File: src/rtl/fault_irq_regs.svh
`ifndef FAULT_IRQ_REGS_SVH
`define FAULT_IRQ_REGS_SVH

// ----------------------------------------------------------------
// Sizes
// ----------------------------------------------------------------
`define RAIL_N            4
`define GPIO_N            2
`define CNT_W             16

// ----------------------------------------------------------------
// Timing, in ns, and derived cycle counts (least times round up)
// ----------------------------------------------------------------
`define CLK_PERIOD_NS     20
`define ILIM_DEB_NS       20000
`define SC_DEB_NS         1000000
`define PG_INVALID_NS     7000
`define PG_VALID_SHORT_NS 7000
`define PG_VALID_LONG_NS  20000
`define CYC_UP(ns)        (((ns) + `CLK_PERIOD_NS - 1) / `CLK_PERIOD_NS)
`define ILIM_DEB_CYC      16'(`CYC_UP(`ILIM_DEB_NS))
`define SC_DEB_CYC        `CYC_UP(`SC_DEB_NS)
`define PG_INVALID_CYC    16'(`CYC_UP(`PG_INVALID_NS))
`define PG_VSHORT_CYC     16'(`CYC_UP(`PG_VALID_SHORT_NS))
`define PG_VLONG_CYC      16'(`CYC_UP(`PG_VALID_LONG_NS))
`define ONE_CYC           16'h0001

// ----------------------------------------------------------------
// Event flag vector layout
// ----------------------------------------------------------------
`define F_ILIM            0
`define F_SC              4
`define F_PG              8
`define F_TWARN           12
`define F_TSD             13
`define F_OVP             14
`define F_GPIO            15
`define F_SYNC            16
`define F_ILOAD           17
`define F_RESET           18
`define FLAG_W            19
`define FLAG_RST          19'h40000
`define FLAG_MASKABLE     19'h79f0f

// ----------------------------------------------------------------
// Synchronised input vector layout
// ----------------------------------------------------------------
`define S_ILIM            0
`define S_BELOW           4
`define S_UV              8
`define S_OV              12
`define S_EN              16
`define S_RAMP            20
`define S_TWARN           24
`define S_TSD             25
`define S_OVP             26
`define S_GPIO            27
`define S_CLKP            29
`define S_ILOAD           30
`define S_EXTRST          31
`define S_LOCK            32
`define SYNC_W            33

// ----------------------------------------------------------------
// Monitor selector codes
// ----------------------------------------------------------------
`define SEL_NONE          2'h0
`define SEL_VOLT          2'h1

`endif

File: src/rtl/fault_irq_pkg.sv
package fault_irq_pkg;
`include "fault_irq_regs.svh"

    typedef logic [1:0] monitor_sel_t;

    typedef struct packed {
        logic [`CNT_W-1:0] cnt;
        logic              out;
    } deb_state_t;

    typedef struct packed {
        logic [`FLAG_W-1:0] flags;
    } flag_state_t;

    typedef struct packed {
        logic [`SYNC_W-1:0] meta;
        logic [`SYNC_W-1:0] sync;
        logic [`SYNC_W-1:0] prev;
        logic [`RAIL_N-1:0] ilim_prev;
        logic [`RAIL_N-1:0] sc_prev;
        logic [`RAIL_N-1:0] good_prev;
        logic [`RAIL_N-1:0] flt;
        logic [`RAIL_N-1:0] summary;
        logic [`RAIL_N-1:0] rail_off;
        logic               all_off;
        logic               gpio_low;
        logic               irq_n;
        logic               pwr_out;
        logic               pwr_oe_n;
    } main_state_t;
endpackage

File: src/rtl/fault_interrupt_and_power_ok_logic.sv
//
// Contract
// - Any protection or warning event sets its sticky flag and, unless masked, pulls irq low.
// - Irq stays low until every pending unmasked flag is cleared.
// - Whole-device shutdown faults show as the reset flag after next start-up.
// - Current limit held 20 us sets rail flag; clear refused while limiting.
// - Output under 0.35 V for 1 ms disables rail, sets unmaskable flag.
// - Thermal warning sets maskable flag; clear refused while still hot.
// - Thermal shutdown disables all, forces GPIO low, unmaskable flag.
// - Supply overvoltage disables all, forces GPIO low, unmaskable flag.
// - Rail reaching target sets maskable rail good flag with live status.
// - GPIO event and load-measurement-ready each set their own maskable flag.
// - With detector on, sync clock change or absence sets maskable flag.
// - External reset edge, lockout or software reset restore defaults, flag reset.
// - Each rail has a two-bit power-ok monitoring selector.
// - Combined monitoring needs voltage in window and current below limit.
// - A disabled rail forces power-ok inactive only while its short flag or a shutdown flag is pending.
// - A ramping rail reports voltage monitoring inactive.
// - Power-ok active only when all monitored rails are active.
// - Reading fault source clears bits not currently forcing power-ok inactive.
// - Sticky hold option keeps power-ok inactive while fault bits pending.
// - Window bit 0 checks undervoltage only, 1 checks both limits.
// - Power-ok polarity and push-pull or open-drain are separate bits.
// - Invalid voltage filtered 7 us; valid filter time selectable.
// - Selector 00 means unmonitored, contribution always active.
//
`timescale 1ns/1ps
`include "fault_irq_regs.svh"
module fault_interrupt_and_power_ok_logic #(
    parameter int SC_DEBOUNCE_CYC = `SC_DEB_CYC
) (
    input  wire logic                                 ref_clk,
    input  wire logic                                 arst_n,
    // Per-rail analog and control conditions, asynchronous
    input  wire logic [`RAIL_N-1:0]                   rail_current_limit_raw,
    input  wire logic [`RAIL_N-1:0]                   rail_below_short_level,
    input  wire logic [`RAIL_N-1:0]                   rail_above_undervoltage,
    input  wire logic [`RAIL_N-1:0]                   rail_below_overvoltage,
    input  wire logic [`RAIL_N-1:0]                   rail_enabled,
    input  wire logic [`RAIL_N-1:0]                   rail_ramping,
    // Device-level conditions, asynchronous
    input  wire logic                                 thermal_warn_raw,
    input  wire logic                                 thermal_shutdown_raw,
    input  wire logic                                 supply_overvoltage_raw,
    input  wire logic [`GPIO_N-1:0]                   gpio_in_raw,
    input  wire logic                                 sync_clk_present_raw,
    input  wire logic                                 load_measure_ready_raw,
    input  wire logic                                 external_reset_in,
    input  wire logic                                 supply_lockout,
    // Configuration, same clock domain
    input  wire logic                                 sw_reset_req,
    input  wire logic                                 clk_detect_enable,
    input  wire logic [`FLAG_W-1:0]                   flag_clear_w1c,
    input  wire logic [`RAIL_N-1:0]                   rail_current_limit_mask,
    input  wire logic [`RAIL_N-1:0]                   rail_good_mask,
    input  wire logic                                 thermal_warn_mask,
    input  wire logic                                 gpio_mask,
    input  wire logic                                 sync_clk_mask,
    input  wire logic                                 load_ready_mask,
    input  wire logic                                 reset_flag_mask,
    input  fault_irq_pkg::monitor_sel_t [`RAIL_N-1:0] rail_monitor_select,
    input  wire logic                                 sticky_fault_hold_enable,
    input  wire logic                                 window_mode_select,
    input  wire logic                                 power_ok_polarity,
    input  wire logic                                 power_ok_open_drain,
    input  wire logic                                 valid_filter_select,
    input  wire logic                                 fault_source_read,
    // Status and outputs
    output logic                                      irq_n_out,
    output logic      [`FLAG_W-1:0]                   event_flags,
    output logic      [`RAIL_N-1:0]                   rail_event_summary_flag,
    output logic      [`RAIL_N-1:0]                   rail_current_limit_live,
    output logic      [`RAIL_N-1:0]                   rail_good_live,
    output logic                                      thermal_warn_live,
    output logic                                      thermal_shutdown_live,
    output logic                                      supply_overvoltage_live,
    output logic      [`GPIO_N-1:0]                   gpio_in_level,
    output logic                                      sync_clk_live,
    output logic      [`RAIL_N-1:0]                   monitor_fault_source_reg,
    output logic      [`RAIL_N-1:0]                   rail_disable,
    output logic                                      all_rails_disable,
    output logic                                      gpio_force_low,
    output logic                                      power_ok_output,
    output logic                                      power_ok_oe_n
);
    import fault_irq_pkg::*;

    // ----------------------------------------------------------------
    // Helpers
    // ----------------------------------------------------------------
    function automatic logic rail_contrib(input monitor_sel_t sel,
                                          input logic         off_fault,
                                          input logic         en,
                                          input logic         ramp,
                                          input logic         volt_ok,
                                          input logic         ilim);
        logic ok;
        if (sel == `SEL_NONE) begin
            ok = 1'b1;
        end else if (off_fault) begin
            ok = 1'b0;
        end else if (!en) begin
            ok = 1'b1;
        end else if (ramp) begin
            ok = 1'b0;
        end else if (sel == `SEL_VOLT) begin
            ok = volt_ok;
        end else begin
            ok = volt_ok & ~ilim;
        end
        return ok;
    endfunction

    main_state_t s_q;
    main_state_t s_d;

    logic [`SYNC_W-1:0] async_in;
    logic [`RAIL_N-1:0] ilim_f;
    logic [`RAIL_N-1:0] sc_f;
    logic [`RAIL_N-1:0] uv_f;
    logic [`RAIL_N-1:0] ov_f;
    logic [`FLAG_W-1:0] flags;
    logic [`FLAG_W-1:0] flag_set;
    logic [`FLAG_W-1:0] flag_block;
    logic [`FLAG_W-1:0] flag_mask;
    logic               soft_rst;
    logic [`CNT_W-1:0]  valid_len;
    logic [`CNT_W-1:0]  sc_len;

    assign async_in = {supply_lockout, external_reset_in, load_measure_ready_raw,
                       sync_clk_present_raw, gpio_in_raw, supply_overvoltage_raw,
                       thermal_shutdown_raw, thermal_warn_raw, rail_ramping, rail_enabled,
                       rail_below_overvoltage, rail_above_undervoltage,
                       rail_below_short_level, rail_current_limit_raw};

    assign valid_len = valid_filter_select ? `PG_VLONG_CYC : `PG_VSHORT_CYC;
    assign sc_len    = SC_DEBOUNCE_CYC[`CNT_W-1:0];

    // ----------------------------------------------------------------
    // Qualification filters
    // ----------------------------------------------------------------
    // One filter covers both the start-up and the in-operation short case,
    // since the count starts with enable and restarts on any recovery.
    for (genvar i = 0; i < `RAIL_N; i++) begin : g_rail
        level_debouncer u_ilim (
            .ref_clk   (ref_clk),
            .arst_n    (arst_n),
            .qual      (1'b1),
            .level_in  (s_q.sync[`S_ILIM + i]),
            .rise_len  (`ILIM_DEB_CYC),
            .fall_len  (`ONE_CYC),
            .level_out (ilim_f[i])
        );
        level_debouncer u_short (
            .ref_clk   (ref_clk),
            .arst_n    (arst_n),
            .qual      (s_q.sync[`S_EN + i] & ~flags[`F_SC + i]),
            .level_in  (s_q.sync[`S_BELOW + i]),
            .rise_len  (sc_len),
            .fall_len  (`ONE_CYC),
            .level_out (sc_f[i])
        );
        level_debouncer u_under (
            .ref_clk   (ref_clk),
            .arst_n    (arst_n),
            .qual      (1'b1),
            .level_in  (s_q.sync[`S_UV + i]),
            .rise_len  (valid_len),
            .fall_len  (`PG_INVALID_CYC),
            .level_out (uv_f[i])
        );
        level_debouncer u_over (
            .ref_clk   (ref_clk),
            .arst_n    (arst_n),
            .qual      (1'b1),
            .level_in  (s_q.sync[`S_OV + i]),
            .rise_len  (valid_len),
            .fall_len  (`PG_INVALID_CYC),
            .level_out (ov_f[i])
        );
    end

    // ----------------------------------------------------------------
    // Event flags
    // ----------------------------------------------------------------
    sticky_flag_bank u_flags (
        .ref_clk   (ref_clk),
        .arst_n    (arst_n),
        .soft_rst  (soft_rst),
        .set_evt   (flag_set),
        .clr_w1c   (flag_clear_w1c),
        .clr_block (flag_block),
        .flags     (flags)
    );

    always_comb begin
        logic [`RAIL_N-1:0] volt_ok;
        logic [`RAIL_N-1:0] contrib;
        logic [`RAIL_N-1:0] en;
        logic               pg_active;
        logic               pg_level;
        logic               clk_evt;
        volt_ok   = '0;
        contrib   = '0;
        en        = s_q.sync[`S_EN +: `RAIL_N];
        pg_active = 1'b0;
        pg_level  = 1'b0;
        clk_evt   = 1'b0;
        s_d       = s_q;

        // Two-stage synchroniser; the first stage feeds only the second
        s_d.meta = async_in;
        s_d.sync = s_q.meta;
        s_d.prev = s_q.sync;

        // External reset rising edge, lockout or software request
        soft_rst = (s_q.sync[`S_EXTRST] & ~s_q.prev[`S_EXTRST])
                 | s_q.sync[`S_LOCK] | sw_reset_req;

        // Voltage window per rail
        for (int i = 0; i < `RAIL_N; i++) begin
            volt_ok[i] = uv_f[i] & (~window_mode_select | ov_f[i]);
        end
        s_d.ilim_prev = ilim_f;
        s_d.sc_prev   = sc_f;
        s_d.good_prev = volt_ok & en;

        // Sync clock appears, disappears or is missing
        clk_evt = clk_detect_enable
                & ((s_q.sync[`S_CLKP] ^ s_q.prev[`S_CLKP]) | ~s_q.sync[`S_CLKP]);

        flag_set = '0;
        flag_set[`F_ILIM +: `RAIL_N] = ilim_f & ~s_q.ilim_prev;
        flag_set[`F_SC +: `RAIL_N]   = sc_f & ~s_q.sc_prev;
        flag_set[`F_PG +: `RAIL_N]   = volt_ok & en & ~s_q.good_prev;
        flag_set[`F_TWARN] = s_q.sync[`S_TWARN] & ~s_q.prev[`S_TWARN];
        flag_set[`F_TSD]   = s_q.sync[`S_TSD] & ~s_q.prev[`S_TSD];
        flag_set[`F_OVP]   = s_q.sync[`S_OVP] & ~s_q.prev[`S_OVP];
        flag_set[`F_GPIO]  = |(s_q.sync[`S_GPIO +: `GPIO_N]
                             ^ s_q.prev[`S_GPIO +: `GPIO_N]);
        flag_set[`F_SYNC]  = clk_evt;
        flag_set[`F_ILOAD] = s_q.sync[`S_ILOAD] & ~s_q.prev[`S_ILOAD];

        flag_block = '0;
        flag_block[`F_ILIM +: `RAIL_N] = s_q.sync[`S_ILIM +: `RAIL_N];
        flag_block[`F_TWARN] = s_q.sync[`S_TWARN];
        flag_block[`F_TSD]   = s_q.sync[`S_TSD];
        flag_block[`F_OVP]   = s_q.sync[`S_OVP];

        flag_mask = '0;
        flag_mask[`F_ILIM +: `RAIL_N] = rail_current_limit_mask;
        flag_mask[`F_PG +: `RAIL_N]   = rail_good_mask;
        flag_mask[`F_TWARN] = thermal_warn_mask;
        flag_mask[`F_GPIO]  = gpio_mask;
        flag_mask[`F_SYNC]  = sync_clk_mask;
        flag_mask[`F_ILOAD] = load_ready_mask;
        flag_mask[`F_RESET] = reset_flag_mask;

        // Masked flags still latch; unmaskable ones ignore the mask
        s_d.irq_n = ~|(flags & ~(flag_mask & `FLAG_MASKABLE));

        for (int i = 0; i < `RAIL_N; i++) begin
            s_d.summary[i] = flags[`F_ILIM + i] | flags[`F_SC + i] | flags[`F_PG + i];
        end

        // Protection shutdowns held until the flag is cleared
        s_d.rail_off = flags[`F_SC +: `RAIL_N]
                     | {`RAIL_N{flags[`F_TSD] | flags[`F_OVP]}};
        s_d.all_off  = flags[`F_TSD] | flags[`F_OVP]
                     | s_q.sync[`S_TSD] | s_q.sync[`S_OVP];
        s_d.gpio_low = s_d.all_off;

        // ----------------------------------------------------------------
        // Power-ok combination
        // ----------------------------------------------------------------
        for (int i = 0; i < `RAIL_N; i++) begin
            contrib[i] = rail_contrib(rail_monitor_select[i],
                                      flags[`F_SC + i] | flags[`F_TSD] | flags[`F_OVP],
                                      en[i], s_q.sync[`S_RAMP + i],
                                      volt_ok[i], ilim_f[i]);
        end

        // Fault source: set wins over the read-clear
        s_d.flt = ~contrib | (s_q.flt & ~({`RAIL_N{fault_source_read}} & contrib));
        if (soft_rst) begin
            s_d.flt = '0;
        end

        pg_active = (&contrib)
                  & ~(sticky_fault_hold_enable & |s_q.flt);
        pg_level  = power_ok_polarity ? pg_active : ~pg_active;

        // Open drain only pulls low; high level is released
        if (power_ok_open_drain) begin
            s_d.pwr_out  = 1'b0;
            s_d.pwr_oe_n = pg_level;
        end else begin
            s_d.pwr_out  = pg_level;
            s_d.pwr_oe_n = 1'b0;
        end
    end

    always_ff @(posedge ref_clk or negedge arst_n) begin
        if (!arst_n) begin
            s_q          <= '0;
            s_q.irq_n    <= 1'b1;
            s_q.pwr_oe_n <= 1'b1;
        end else begin
            s_q <= s_d;
        end
    end

    // ----------------------------------------------------------------
    // Outputs
    // ----------------------------------------------------------------
    assign irq_n_out                = s_q.irq_n;
    assign event_flags              = flags;
    assign rail_event_summary_flag  = s_q.summary;
    assign rail_current_limit_live  = s_q.sync[`S_ILIM +: `RAIL_N];
    assign rail_good_live           = s_q.good_prev;
    assign thermal_warn_live        = s_q.sync[`S_TWARN];
    assign thermal_shutdown_live    = s_q.sync[`S_TSD];
    assign supply_overvoltage_live  = s_q.sync[`S_OVP];
    assign gpio_in_level            = s_q.sync[`S_GPIO +: `GPIO_N];
    assign sync_clk_live            = s_q.sync[`S_CLKP];
    assign monitor_fault_source_reg = s_q.flt;
    assign rail_disable             = s_q.rail_off;
    assign all_rails_disable        = s_q.all_off;
    assign gpio_force_low           = s_q.gpio_low;
    assign power_ok_output          = s_q.pwr_out;
    assign power_ok_oe_n            = s_q.pwr_oe_n;
endmodule

File: src/rtl/level_debouncer.sv
`timescale 1ns/1ps
`include "fault_irq_regs.svh"
// Output follows the input once it has held its new level for the given count.
module level_debouncer (
    input  wire logic              ref_clk,
    input  wire logic              arst_n,
    input  wire logic              qual,
    input  wire logic              level_in,
    input  wire logic [`CNT_W-1:0] rise_len,
    input  wire logic [`CNT_W-1:0] fall_len,
    output logic                   level_out
);
    import fault_irq_pkg::*;

    deb_state_t s_q;
    deb_state_t s_d;

    always_comb begin
        logic [`CNT_W-1:0] len;
        len = s_q.out ? fall_len : rise_len;
        s_d = s_q;
        if (!qual) begin
            // Disqualified input restarts the whole qualification time
            s_d.cnt = '0;
            s_d.out = 1'b0;
        end else if (level_in == s_q.out) begin
            s_d.cnt = '0;
        end else if (s_q.cnt + `ONE_CYC >= len) begin
            s_d.cnt = '0;
            s_d.out = level_in;
        end else begin
            s_d.cnt = s_q.cnt + `ONE_CYC;
        end
    end

    always_ff @(posedge ref_clk or negedge arst_n) begin
        if (!arst_n) begin
            s_q <= '0;
        end else begin
            s_q <= s_d;
        end
    end

    assign level_out = s_q.out;
endmodule

File: src/rtl/sticky_flag_bank.sv
`timescale 1ns/1ps
`include "fault_irq_regs.svh"
// Sticky write-1-to-clear flags; a set always beats a clear in the same cycle.
module sticky_flag_bank (
    input  wire logic               ref_clk,
    input  wire logic               arst_n,
    input  wire logic               soft_rst,
    input  wire logic [`FLAG_W-1:0] set_evt,
    input  wire logic [`FLAG_W-1:0] clr_w1c,
    input  wire logic [`FLAG_W-1:0] clr_block,
    output logic      [`FLAG_W-1:0] flags
);
    import fault_irq_pkg::*;

    flag_state_t s_q;
    flag_state_t s_d;

    always_comb begin
        s_d = s_q;
        if (soft_rst) begin
            s_d.flags = `FLAG_RST;
        end else begin
            // Clear refused while the cause is still present
            s_d.flags = set_evt | (s_q.flags & ~(clr_w1c & ~clr_block));
        end
    end

    always_ff @(posedge ref_clk or negedge arst_n) begin
        if (!arst_n) begin
            s_q.flags <= `FLAG_RST;
        end else begin
            s_q <= s_d;
        end
    end

    assign flags = s_q.flags;
endmodule
File: config.mk
export PLATFORM = sky130hd
export DESIGN_NAME = fault_interrupt_and_power_ok_logic
export DESIGN_NICKNAME = d
export VERILOG_FILES = /design/src/rtl/fault_irq_pkg.sv /design/src/rtl/fault_interrupt_and_power_ok_logic.sv /design/src/rtl/level_debouncer.sv /design/src/rtl/sticky_flag_bank.sv
export VERILOG_INCLUDE_DIRS = /design/src /design/src/rtl
export SDC_FILE = /design/constraint.sdc
export NUM_CORES = 1
export LEC_CHECK = 0
export BUFFER_PORTS_ARGS = -buffer_cell sky130_fd_sc_hd__buf_2
export CAP_MARGIN = 20
export CORE_UTILIZATION = 60
export DETAILED_ROUTE_END_ITERATION = 7
export PLACE_DENSITY = 0.78
export SYNTH_ARGS = -nofsm -noshare
export SYNTH_HDL_FRONTEND = slang
export SYNTH_HIERARCHICAL = 1
export SYNTH_SLANG_ARGS = --single-unit
File: constraint.sdc
create_clock -name ref_clk -period 7.9 [get_ports ref_clk]
set_clock_uncertainty 0.2 [all_clocks]
set_input_delay 0.395 -clock ref_clk [delete_from_list [all_inputs] [get_ports ref_clk]]
set_output_delay 0.395 -clock ref_clk [all_outputs]
set_load 0.01 [all_outputs]
# Yosys cells after proc, flatten, opt, wreduce, memory -nomap -nowiden
# Cells that the tools add are included.
# word_totals
input_bits	83
regBits	417
# classes
n_bitwise	97
n_addsub	16
muxes	85
magnitude_cmp	16
reduce_logical	25
n_eq_ne	28
# op_table
operator	count
$mux W16	36
$add A16 B1 Y16 const B	16
$ge A16 B16 Y1	16
$mux W10	13
$mux W17	4
$and A19 B19 Y19	3
$not A19 Y19	2
$reduce_and A2 Y1	16
$mux W1	29
$not A1 Y1	29
$or A1 B1 Y1	26
$and A4 B4 Y4	6
$and A1 B1 Y1	20
$not A4 Y4	5
$mux W19	1
$not A15 Y19	1
$or A18 B19 Y19	1
$reduce_or A19 Y1	1
$eq A1 B1 Y1	16
$ne A2 B2 Y1 const B	8
$eq A2 B1 Y1 const B	4
$logic_not A2 Y1	4
$or A4 B4 Y4	2
$mux W4	1
other kinds (7)	7

# Longest topological paths before layout
# logic_depth
ltp_word	14
mapped_depth	12
depth_no_buf	11

# Hierarchy
# Netlist, hierarchy kept.
# modules_own_cells
module	n_inst	cells_per_inst	area_per_inst_um2
level_debouncer at g_rail[0].u_ilim ...	15	139	1400.1
fault_interrupt_and_power_ok_logic	1	234	3380.7
level_debouncer at g_rail[3].u_under	1	137	1381.3
sticky_flag_bank	1	77	867.1

# Least setup slack after synthesis
# No wires, ideal clock.
# synth_path
path_type	reg2reg
startpoint	register g_rail[3].u_under/s_q[3] (netlist bit)
endpoint	register g_rail[3].u_under/s_q[10] (netlist bit)
path_stages_with_launch	12
required_time_ps	7582
setup_slack_ps	4787
path_buffers	1
setup_ps	118
period_less_slack_ps	3113
t_arrival_ps	2795
cell_sequence	dfrtp_1 -> and4_1 -> nand4_1 -> nor4_1 -> xor2_1 -> ha_1 -> nand4_1 -> or3_1 -> or4_4 -> nand4_4 -> buf_12 -> nor2b_2
# synth_lines
item	line_no	source
start, declared	level_debouncer.sv:15	deb_state_t s_q;
start signal, assigned	level_debouncer.sv:38	s_q <= '0;
start signal, assigned	level_debouncer.sv:40	s_q <= s_d;

==> results.md <==
* TritonCTS buffer count at 44
* Largest net degree at the start of global routing at roughly 170
* Synth Flop Type: dfrtp_1
* Sequential element share of the synthesized area at ~37%
* Clock buffer depth at 3
* Syn avg cell area at 10.51 um^2
* Overall Power at 4.970 mW
* First-pass GRT wire length at 95740 um
* Initial antenna violation count at 2
* # setup viols final at 0
* Final nets at 3554
* Total congestion overflow at 0
* Die W at 212.7 um
* Worst-Margin Slew at 1150 ps
* Most frequent cell after synthesis: dfrtp_1
* Resize count post-CTS at 0
* Row Count at 76
* Max_cap viols at 0
* Clock root buffer: clkbuf_16
* Count of pins over their slew limit at 0
* Sw Pwr at 1.312 mW
* LEAKAGE at 15.39 nW
* Sink Count at ~400
* CTS Hold Bufs at about 50
* Worst-Skew Late Latency at 580 ps
* Switching part of the total at 26.41%
* Cells after Synth at ~2500
* Total Routing Usage GR at ~26%
* Vias in the first global route at just over 20000
* Final Critical Period at 3640 ps
* Crit. End Element: flop
* Antenna Violating Nets Remaining at 0
* Clock share of power at 43.3%
* CP Data Arrival Time at just under 4000 ps
* Hold_ws at 21.36 ps
* CP startpoint: g_rail[0].u_over/s_q[1]
* HP Class: in2reg
* Final HPWL DP at ~42000 um
* Worst slew margin at 23.04%
* Drt first-iter violations at 1027
* # DRC at 0
* #FFs+latches synth at 393
* Share of Yosys cell area claimed by the top area cell type at 36.65%
* Pre-antenna DRT Iters at 5
* R2r startpoint: g_rail[0].u_over/s_q[1]
* Hold path start: flag_clear_w1c[5]
* Synth unique cells at 62
* Required time worst endpoint at 8160 ps
* Setup TNS at 0 ps
* Power share of the combinational group at around 14%
* Total wire length at between 50000 and 60000 um
* Post-route insts no fill at around 3800
* Seq pwr share at between 40 and 50%
* Synth async-reset ratio at 100.0%
* Count of final hold-check violations at 0
* Critical path type: reg2reg
* CP Max Fanout at 16
* Vias at 19802
* Initial core utilization at 61.28%
* Met1 Resource Use GR at 31.70%
* Most Crowded Layer GR: met2
* Top post-synthesis cells by count: 390 x dfrtp_1, 272 x ha_1, 241 x mux2i_1, 178 x nand2_1, 149 x nor2_1
* GR Util met2 at 47.05%
* Synthesis Warnings at 6
* Clk slew on worst S/H paths at approximately 60 ps
* Cell area after synthesis at 0.02663 mm^2
* Fraction of layout cells with a size suffix above 1 at between 10 and 15%
* Via density at between 5 and 6
* Layout area overhead at 18.39%
* Core Area at between 0.04 and 0.05 mm^2
* Met3 Use GR at 3.412%
* Htree depth at 2
* Startpoint Class: flop
* Status: finished clean
* Die area at 0.04523 mm^2
* I/O Pins at 133
* Yosys top cell by area: dfrtp_1
* Crit share post-route at a little under half
* Die Y at about 210 um
* Post-synth EDFFs at 0
* RD Place Congestion at slightly above 0.8
* CTS tree: built
* Worst IR drop on VDD at 0.1784 mV
* Routed wire per std cell at about 15 um
* Internal power at about 3.7 mW
* Placed Cells at approximately 3700
* Total setup buffers inserted after CTS at 0
* Pwr dens at 157.6 mW/mm^2
* PortBufs at 132
* RSZ-0062 raised after global routing: false
* Top post-synthesis cells by area: dfrtp_1 37%, ha_1 13%, mux2i_1 9.1%, xnor2_1 4.8%, nor2b_2 4.2%
* FMAX at 274.7 MHz
==> path summary, 6_finish.rpt <==
kind                                            end  slack [ps]  cells after the start
setup / recovery            g_rail[0].u_over/s_q[3]        4260                     11
hold / removal                     u_flags/flags[5]          20                      3
setup reg to reg            g_rail[0].u_over/s_q[3]        4260                     11
hold reg to reg             supply_overvoltage_live         140                      0
max in group asynchronous                   s_d[88]        5870                      3
min in group asynchronous  g_rail[3].u_ilim/s_q[15]         190                      2
==> layout by cell type, fill, tap and decap left out, types with 80 or more instances in the layout <==
master	instances
a21oi_1	103
nand3_1	82
mux2i_1	241
ha_1	272
conb_1	501
xor2_1	80
nor2b_2	128
buf_2	131
nor2b_1	85
nand2_1	178
inv_1	82
nor2_1	149
xnor2_1	147
dfrtp_1	390
==> power groups by stage <==
stage                     Clock (mW)  Combinational (mW)  Sequential, mW
after floorplan                    0               0.512            2.13
after global placement             0               0.615            2.17
after detailed placement           0               0.640            2.17
after CTS                       2.20               0.666            2.14
after global routing            2.28               0.770            2.15
final                           2.15               0.680            2.14
==> layout make-up <==
type                            count  area [um^2]
Fill cell                        3112        11930
Inverter                           83        311.5
Multi-Input combinational cell   2483        17830
Clock inverter                     16        197.7
Tap cell                          585        732.0
Antenna cell                        1        2.502
Clock buffer                       64         1338
Sequential cell                   393         9838
Timing Repair Buffer              194         1276
==> critical path, cell delays in order (launching register included) <==
cell     delay (ps)
dfrtp_1         410
ha_1            240
nand4_1         170
nor3_1          500
nand3_1         210
xnor2_1         200
ha_1            310
nand4_1         110
nor4_1          410
a32oi_1         190
nand3_2         350
and2b_1         240
==> through the flow <==
step	util, %	worst slack [ps]	instance area (um^2)
finish	72.55	4260	31530
global route	72.55	4007	31530
CTS	72.54	4312	31530
detailed placement	67.84	4266	29480
global placement	67.84	4400	29480
floorplan	-	4787	28500
==> kinds of logic after synthesis <==
family / synth area share, %
AO/OA/AOI/OAI: 7.579
XOR/XNOR: 8.382
adder cells (fa/ha/maj): 12.78
buffers and inverters: 3.171
flip-flops: 36.94
multiplexers: 9.791
other: 0.02820
AND/OR/NAND/NOR: 21.33
==> metal layers <==
layer / wire [um] / share of wire (%)
met5: 11 / 0.019
met4: 1450 / 2.5
met3: 1598 / 2.8
met2: 28810 / 51
met1: 25080 / 44
No activity file was read; power rests on OpenSTA's default activity.
